[config.mk]
export PLATFORM = sky130hd
export DESIGN_NAME = rrn_exec
export DESIGN_NICKNAME = d
export VERILOG_FILES = /design/src/rrn_pkg.sv /design/src/rrn_stack.sv /design/src/rrn_exec.sv
export VERILOG_INCLUDE_DIRS = /design/src
export SDC_FILE = /design/constraint.sdc
export NUM_CORES = 1
export LEC_CHECK = 0
export BUFFER_PORTS_ARGS = -buffer_cell sky130_fd_sc_hd__clkbuf_2
export CORE_MARGIN = 1.5
export CORE_UTILIZATION = 63
export CTS_CLUSTER_SIZE = 28
export DETAILED_ROUTE_END_ITERATION = 16
export HOLD_SLACK_MARGIN = 0.15
export PLACE_DENSITY = 0.85
export SLEW_MARGIN = 20
export SYNTH_ARGS = -nofsm -noshare
export SYNTH_HDL_FRONTEND = slang
export SYNTH_SLANG_ARGS = --single-unit
[constraint.sdc]
create_clock -name ref_clk_in -period 8.1 [get_ports ref_clk_in]
set_input_delay 1.215 -clock ref_clk_in [delete_from_list [all_inputs] [get_ports ref_clk_in]]
set_output_delay 1.215 -clock ref_clk_in [all_outputs]
set_load 0.01 [all_outputs]
[src/rrn_params.svh]
`ifndef RRN_PARAMS_SVH
`define RRN_PARAMS_SVH

// instruction word layout
`define RRN_INSTR_W        14
`define RRN_PC_W           13
`define RRN_DATA_W         8
`define RRN_FADDR_W        7
`define RRN_DEST_BIT       7
`define RRN_MSB_BIT        7

// opcode patterns and their compare masks
`define RRN_OP_NOP         14'h0000
`define RRN_MASK_NOP       14'h3F9F
`define RRN_OP_RETIRQ      14'h0009
`define RRN_OP_RETURN      14'h0008
`define RRN_MASK_FULL      14'h3FFF
`define RRN_OP_RETLIT      14'h3400
`define RRN_MASK_RETLIT    14'h3C00
`define RRN_OP_ROTL        14'h0D00
`define RRN_MASK_ROTL      14'h3F00

// interrupt control register: enable bit position and reset value
`define RRN_IRQEN_BIT      7
`define RRN_INTCTL_RST     8'h00

// reset values
`define RRN_PC_RST         13'h0000
`define RRN_W_RST          8'h00

// cycle counts per instruction
`define RRN_CYC_ONE        1
`define RRN_CYC_TWO        2

// return stack depth
`define RRN_STACK_DEPTH    8

`endif

[src/rrn_pkg.sv]
package rrn_pkg;

  typedef enum logic [0:0] {
    RRN_ST_EXEC,
    RRN_ST_FLUSH
  } rrn_state_t;

  typedef enum logic [2:0] {
    RRN_K_NOP,
    RRN_K_RETIRQ,
    RRN_K_RETURN,
    RRN_K_RETLIT,
    RRN_K_ROTL,
    RRN_K_OTHER
  } rrn_kind_t;

endpackage

[src/rrn_stack.sv]
`timescale 1ns/1ns
`include "rrn_params.svh"

module rrn_stack #(
  parameter int DEPTH = `RRN_STACK_DEPTH,
  parameter int WIDTH = `RRN_PC_W
) (
  input  wire logic             ref_clk_in,  // core clock
  input  wire logic             rst_b_in,    // async reset, active low
  input  wire logic             push_in,     // push push_data_in
  input  wire logic [WIDTH-1:0] push_data_in,// return address to save
  input  wire logic             pop_in,      // drop top entry
  output logic      [WIDTH-1:0] top_out      // current top entry
);

  localparam int PW = (DEPTH > 1) ? $clog2(DEPTH) : 1;

  logic [WIDTH-1:0] mem_q [DEPTH];
  logic [PW-1:0]    ptr_q;
  logic [PW-1:0]    ptr_up;
  logic [PW-1:0]    ptr_dn;
  logic [PW-1:0]    wr_idx;

  // circular stack: overflow overwrites the oldest entry
  assign ptr_up  = (ptr_q == PW'(DEPTH - 1)) ? '0 : ptr_q + PW'(1);
  assign ptr_dn  = (ptr_q == '0) ? PW'(DEPTH - 1) : ptr_q - PW'(1);
  assign wr_idx  = pop_in ? ptr_q : ptr_up;
  assign top_out = mem_q[ptr_q];

  always_ff @(posedge ref_clk_in or negedge rst_b_in)
  begin
    if (!rst_b_in)
    begin
      ptr_q <= '0;
    end
    else if (push_in != pop_in)
    begin
      ptr_q <= push_in ? ptr_up : ptr_dn;
    end
  end

  // push and pop together replace the top entry
  always_ff @(posedge ref_clk_in or negedge rst_b_in)
  begin
    if (!rst_b_in)
    begin
      for (int i = 0; i < DEPTH; i++)
      begin
        mem_q[i] <= '0;
      end
    end
    else if (push_in)
    begin
      mem_q[wr_idx] <= push_data_in;
    end
  end

endmodule

[src/rrn_exec.sv]
`timescale 1ns/1ns
`include "rrn_params.svh"

module rrn_exec #(
  parameter int STACK_DEPTH = `RRN_STACK_DEPTH
) (
  input  wire logic                      ref_clk_in,     // 20 MHz core clock
  input  wire logic                      rst_b_in,       // async reset, low
  input  wire logic [`RRN_INSTR_W-1:0]   instr_in,       // instruction word
  input  wire logic                      instr_valid_in, // instr_in valid
  output logic                           instr_ready_out,// instruction taken
  input  wire logic                      push_in,        // call: save address
  input  wire logic [`RRN_PC_W-1:0]      push_addr_in,   // address to save
  input  wire logic                      irq_en_clear_in,// irq entry clears enable; a retirq taken in the same cycle sets it
  input  wire logic [`RRN_DATA_W-1:0]    file_rdata_in,  // file register data
  output logic      [`RRN_FADDR_W-1:0]   file_addr_out,  // file register addr
  output logic      [`RRN_DATA_W-1:0]    file_wdata_out, // write-back data
  output logic                           file_we_out,    // write-back strobe
  output logic      [`RRN_PC_W-1:0]      pc_out,         // program counter
  output logic      [`RRN_DATA_W-1:0]    w_out,          // accumulator
  output logic                           carry_out,      // carry flag
  output logic      [`RRN_DATA_W-1:0]    intctl_out,     // interrupt control
  output logic                           illegal_out     // unsupported opcode
);

  rrn_pkg::rrn_state_t state_q;
  rrn_pkg::rrn_state_t state_d;
  rrn_pkg::rrn_kind_t  kind;

  logic [`RRN_PC_W-1:0]   pc_q;
  logic [`RRN_PC_W-1:0]   pc_d;
  logic [`RRN_DATA_W-1:0] w_q;
  logic [`RRN_DATA_W-1:0] w_d;
  logic                   carry_q;
  logic                   carry_d;
  logic [`RRN_DATA_W-1:0] intctl_q;
  logic [`RRN_DATA_W-1:0] intctl_d;
  logic [`RRN_DATA_W-1:0] fwd_q;
  logic                   fwe_q;
  logic                   ill_q;
  logic [`RRN_PC_W-1:0]   stack_top;

  wire take      = instr_valid_in && instr_ready_out;
  wire is_nop    = (instr_in & `RRN_MASK_NOP) == `RRN_OP_NOP;
  wire is_retirq = (instr_in & `RRN_MASK_FULL) == `RRN_OP_RETIRQ;
  wire is_return = (instr_in & `RRN_MASK_FULL) == `RRN_OP_RETURN;
  wire is_retlit = (instr_in & `RRN_MASK_RETLIT) == `RRN_OP_RETLIT;
  wire is_rotl   = (instr_in & `RRN_MASK_ROTL) == `RRN_OP_ROTL;
  wire is_ret    = is_retirq || is_return || is_retlit;
  wire dest_file = instr_in[`RRN_DEST_BIT];
  wire [`RRN_DATA_W-1:0] literal = instr_in[`RRN_DATA_W-1:0];
  wire [`RRN_PC_W-1:0]   pc_inc  = pc_q + `RRN_PC_W'(1);

  // rotate left through carry
  wire [`RRN_DATA_W-1:0] rot_res =
    {file_rdata_in[`RRN_DATA_W-2:0], carry_q};
  wire rot_carry = file_rdata_in[`RRN_MSB_BIT];

  assign kind = is_retirq ? rrn_pkg::RRN_K_RETIRQ :
                is_return ? rrn_pkg::RRN_K_RETURN :
                is_retlit ? rrn_pkg::RRN_K_RETLIT :
                is_rotl   ? rrn_pkg::RRN_K_ROTL   :
                is_nop    ? rrn_pkg::RRN_K_NOP    :
                            rrn_pkg::RRN_K_OTHER;

  // second cycle of a two-cycle return is a flush: nothing is taken
  assign instr_ready_out = (state_q == rrn_pkg::RRN_ST_EXEC);
  assign file_addr_out   = instr_in[`RRN_FADDR_W-1:0];

  rrn_stack #(
    .DEPTH (STACK_DEPTH),
    .WIDTH (`RRN_PC_W)
  ) u_stack (
    .ref_clk_in   (ref_clk_in),
    .rst_b_in     (rst_b_in),
    .push_in      (push_in),
    .push_data_in (push_addr_in),
    .pop_in       (take && is_ret),
    .top_out      (stack_top)
  );

  always_comb
  begin
    state_d  = rrn_pkg::RRN_ST_EXEC;
    pc_d     = pc_q;
    w_d      = w_q;
    carry_d  = carry_q;
    intctl_d = intctl_q;
    if (irq_en_clear_in)
    begin
      intctl_d[`RRN_IRQEN_BIT] = 1'b0;
    end
    if (take)
    begin
      case (kind)
        rrn_pkg::RRN_K_RETIRQ:
        begin
          pc_d                     = stack_top;
          intctl_d[`RRN_IRQEN_BIT] = 1'b1;
          state_d                = rrn_pkg::RRN_ST_FLUSH;
        end
        rrn_pkg::RRN_K_RETURN:
        begin
          pc_d    = stack_top;
          state_d = rrn_pkg::RRN_ST_FLUSH;
        end
        rrn_pkg::RRN_K_RETLIT:
        begin
          w_d     = literal;
          pc_d    = stack_top;
          state_d = rrn_pkg::RRN_ST_FLUSH;
        end
        rrn_pkg::RRN_K_ROTL:
        begin
          pc_d    = pc_inc;
          carry_d = rot_carry;
          if (!dest_file)
          begin
            w_d = rot_res;
          end
        end
        default:
        begin
          pc_d = pc_inc;
        end
      endcase
    end
  end

  always_ff @(posedge ref_clk_in or negedge rst_b_in)
  begin
    if (!rst_b_in)
    begin
      state_q  <= rrn_pkg::RRN_ST_EXEC;
      pc_q     <= `RRN_PC_RST;
      w_q      <= `RRN_W_RST;
      carry_q  <= 1'b0;
      intctl_q <= `RRN_INTCTL_RST;
    end
    else
    begin
      state_q  <= state_d;
      pc_q     <= pc_d;
      w_q      <= w_d;
      carry_q  <= carry_d;
      intctl_q <= intctl_d;
    end
  end

  // file write-back strobe and data, one cycle after the rotate is taken
  always_ff @(posedge ref_clk_in or negedge rst_b_in)
  begin
    if (!rst_b_in)
    begin
      fwd_q <= '0;
      fwe_q <= 1'b0;
      ill_q <= 1'b0;
    end
    else
    begin
      fwe_q <= take && is_rotl && dest_file;
      fwd_q <= rot_res;
      ill_q <= take && (kind == rrn_pkg::RRN_K_OTHER);
    end
  end

  assign pc_out         = pc_q;
  assign w_out          = w_q;
  assign carry_out      = carry_q;
  assign intctl_out     = intctl_q;
  assign file_wdata_out = fwd_q;
  assign file_we_out    = fwe_q;
  assign illegal_out    = ill_q;

endmodule

==> results.md <==
* Vias in the first global route at 4936
* Worst slew margin at 0.324
* Clk pwr share at 0.246
* Mux share of post-synthesis cell area at 0.289
* List of most frequent post-synthesis cells: dfrtp_1 (141), mux2_2 (69), mux2_1 (40), nand2_1 (31), nor2_1 (29)
* Sw Share at 0.333
* Largest net degree at the start of global routing at 87
* Die area at 0.0116 mm²
* Req. time, crit path at 8.51 ns
* Critical-path cell list: inv_1, ha_1, nand2b_1, nor2_1, a21oi_1, a211oi_4, mux2_2
* DIE HEIGHT at 108 µm
* Fin area at 0.00788 mm²
* Max clock buf depth at 2
* Mapped cell area at 0.00689 mm²
* Area of the multi-input gates at 0.00311 mm²
* Share of cells above drive strength 1 at 0.370
* RSZ-0062 raised after global routing: no
* Critical Path Max Stage Delay at 1.03 ns
* Comb pwr share at 0.345
* Area leader, netlist: dfrtp_1
* Core area at 0.0105 mm²
* Final TNS setup at 0 ns
* Worst Slack Setup Final at 4.57 ns
* HPWL Detailed at 10100 µm
* Routed WL at 15500 µm
* Hold Crit Class: reg -> reg
* CTS H-tree depth at 4
* Cts bufs inserted at 17
* Slew @ Worst Pin at 1.01 ns
* RePlAce Congestion at 0.878
* Worst EP arrival at 3.94 ns
* PwrDens at 387 mW/mm²
* Seq pwr share at 0.409
* Pre-CTS WS at 4.39 ns
* NetSw at 0.00102 W
* Congestion Overflow GR at 0
* R2R cell count at 7
* Antenna-violating nets left at 0
* DRT Pass-1 Iters at 5
* Complex-gate fraction of the synthesized area at 0.0701
* Syn avg cell area at 13.1 µm²
* Syn Inst Count at 526
* Combinational family with the most area after synthesis: multiplexers
* Dpl cells at 712
* Lkg Pwr at 3.43 nW
* Peak VDD IR at 0.213 mV
* Setup violations, final at 0
* Final Hold Viols at 0
* Critical path depth at 7
* XOR/XNOR Fraction of Synth Area at 0
* Final Cycle Share at 0.435
* Register Area at 0.00353 mm²
* Antenna violations before repair at 0
* Critical path endpoint category: register
* Synth warn at 0
* Clock sink count at 141
* Internal power at 0.00204 W
* Antenna diode count at 0
* CP max stage cell: dfrtp_2
* # nets final at 640
* GRT Resource Usage Total at 0.290
* Fmax at 0.284 GHz
* Top FF cell, synth: dfrtp_1
* Area contributors post-synth: dfrtp_1 (51%), mux2_2 (11%), mux4_2 (8.5%)
* Most frequent cell after synthesis: dfrtp_1
* Adder-Cell Fraction of Synth Area at 0.00909
* 1st-iter DRT viols at 281
* Max_cap viols at 0
* Period minus WS final at 3.53 ns
* CTS root buf: clkbuf_8
* Cell Rows at 37
* Post-Layout Cell Count at 744
* Ys async rst share at 1.00
* Hold buffers post-CTS at 0
* Synth cell types at 53
* Drt via density at 6.44
* Simple-gate portion of the synthesized area at 0.0760
* Post-synth EDFFs at 0
* Post-CTS sizing at 0
* DRC viols at 0
* Clk_lat worst skew at 0.53 ns
* Post-CTS Setup Bufs at 0
* Synthesized flop and latch total at 141
* Setup slack, reg-to-reg at 4.57 ns
* Routed WL per cell at 20.8 µm
* First-pass GRT wire length at 25300 µm
* Worst setup SP type: register
* Layout fillers at 654
* Hold depth at 0
* Worst Path Max Fanout at 32
* Final Max Tran Viols at 0
* Clock transition at path regs at 0.06 ns
* CTS tree: yes
* Delay-heaviest family, CP: flip-flops
* Outcome: complete, no violations
* Clk_skew at 0.00638 ns
* Die X at 108 µm
* Syn-to-layout area delta at 14.5%
* Sequential area share after synthesis at 0.512
* Worst path buffer plus inverter count at 1
* Dpl cell area at 0.00730 mm²
* Port Buffers at 80
* Vias at 4795
* Top cell type's share of synthesized area at 0.512
* Initial Util at 0.658
* Final Power at 0.00305 W
* Kind of critical path: reg -> reg
* # IOs at 88
## final timing paths
kind	endpoint	from
max	u_stack.mem_q[40]	u_stack.ptr_q[0]
min	file_wdata_out[0]	carry_out
max reg2reg	u_stack.mem_q[40]	u_stack.ptr_q[0]
min reg2reg	file_wdata_out[0]	carry_out
max in group asynchronous	u_stack.mem_q[35]	rst_b_in
min in group asynchronous	file_wdata_out[0]	rst_b_in
## metrics by stage
step / hold WS, ns / util
2_1_floorplan: 0.448 / -
3_3_place_gp: 0.452 / 0.696
3_5_place_dp: 0.460 / 0.698
4_1_cts: 0.475 / 0.753
5_1_grt: 0.477 / 0.753
6_report: 0.470 / 0.753
## routing by layer
| layer | track usage | wire length [µm] | vias up |
|---|---|---|---|
| li1 | - | - | 2077 |
| met1 | 0.387 | 6490 | 2451 |
| met2 | 0.474 | 7710 | 243 |
| met3 | 0.0575 | 1030 | 24 |
| met4 | 0.115 | 279 | 0 |
| met5 | 0 | 0 | - |
## registers in the layout (all words and copies together) (netlist names)
name,count
state_q,1
illegal_out,1
u_stack.mem_q,104
intctl_out,1
u_stack.ptr_q,3
carry_out,1
w_out,8
pc_out,13
file_we_out,1
file_wdata_out,8
## power by group through the flow
stage	registers (W)	logic, W	clock network [W]
after floorplan	0.00117	0.000795	0
after global placement	0.00122	0.000985	0
after detailed placement	0.00125	0.00104	0
after CTS	0.00124	0.00105	0.000761
after global routing	0.00129	0.00113	0.000790
final	0.00125	0.00105	0.000751
## cells by family (layout without fill, tap and decap cells)
family | after synthesis | after routing
multiplexers | 153 | 153
flip-flops | 141 | 141
AND/OR/NAND/NOR | 106 | 106
AO/OA/AOI/OAI | 69 | 69
buffers and inverters | 51 | 127
adder cells (fa/ha/maj) | 5 | 5
other | 1 | 7
## worst reg2reg max path: stages, from the launching register on
cell and delay [ns]:
dfrtp_2 1.03, inv_1 0.22, ha_1 0.48, nand2b_1 0.24
nor2_1 0.12, a21oi_1 0.12, a211oi_4 0.78, mux2_2 0.42
## area by class of cell
type                            count  share of cell area
Tap cell                          136              0.0216
Multi-Input combinational cell    340               0.394
Clock inverter                     13              0.0176
Sequential cell                   141               0.448
Inverter                            7             0.00333
Clock buffer                       19              0.0560
Timing Repair Buffer               88              0.0592
## cells in the final DEF (no fill, tap or decap), types with 3 or more instances in the layout
master / instances
clkbuf_2: 79
clkbuf_8: 3
clkinv_2: 3
dfrtp_1: 140
and3_1: 3
clkbuf_16: 16
o22a_1: 6
mux2_1: 40
nand4_1: 6
buf_4: 8
inv_1: 5
o22ai_1: 3
mux4_2: 26
ha_1: 5
conb_1: 7
mux2_2: 69
o21ai_0: 14
clkinvlp_4: 5
a31oi_1: 6
nand2b_1: 4
nand3_1: 6
mux2i_1: 18
nor2_1: 29
o2111ai_1: 4
nand2_1: 31
a21oi_1: 14
nor3_1: 13
(Power assumes the default switching activity.)
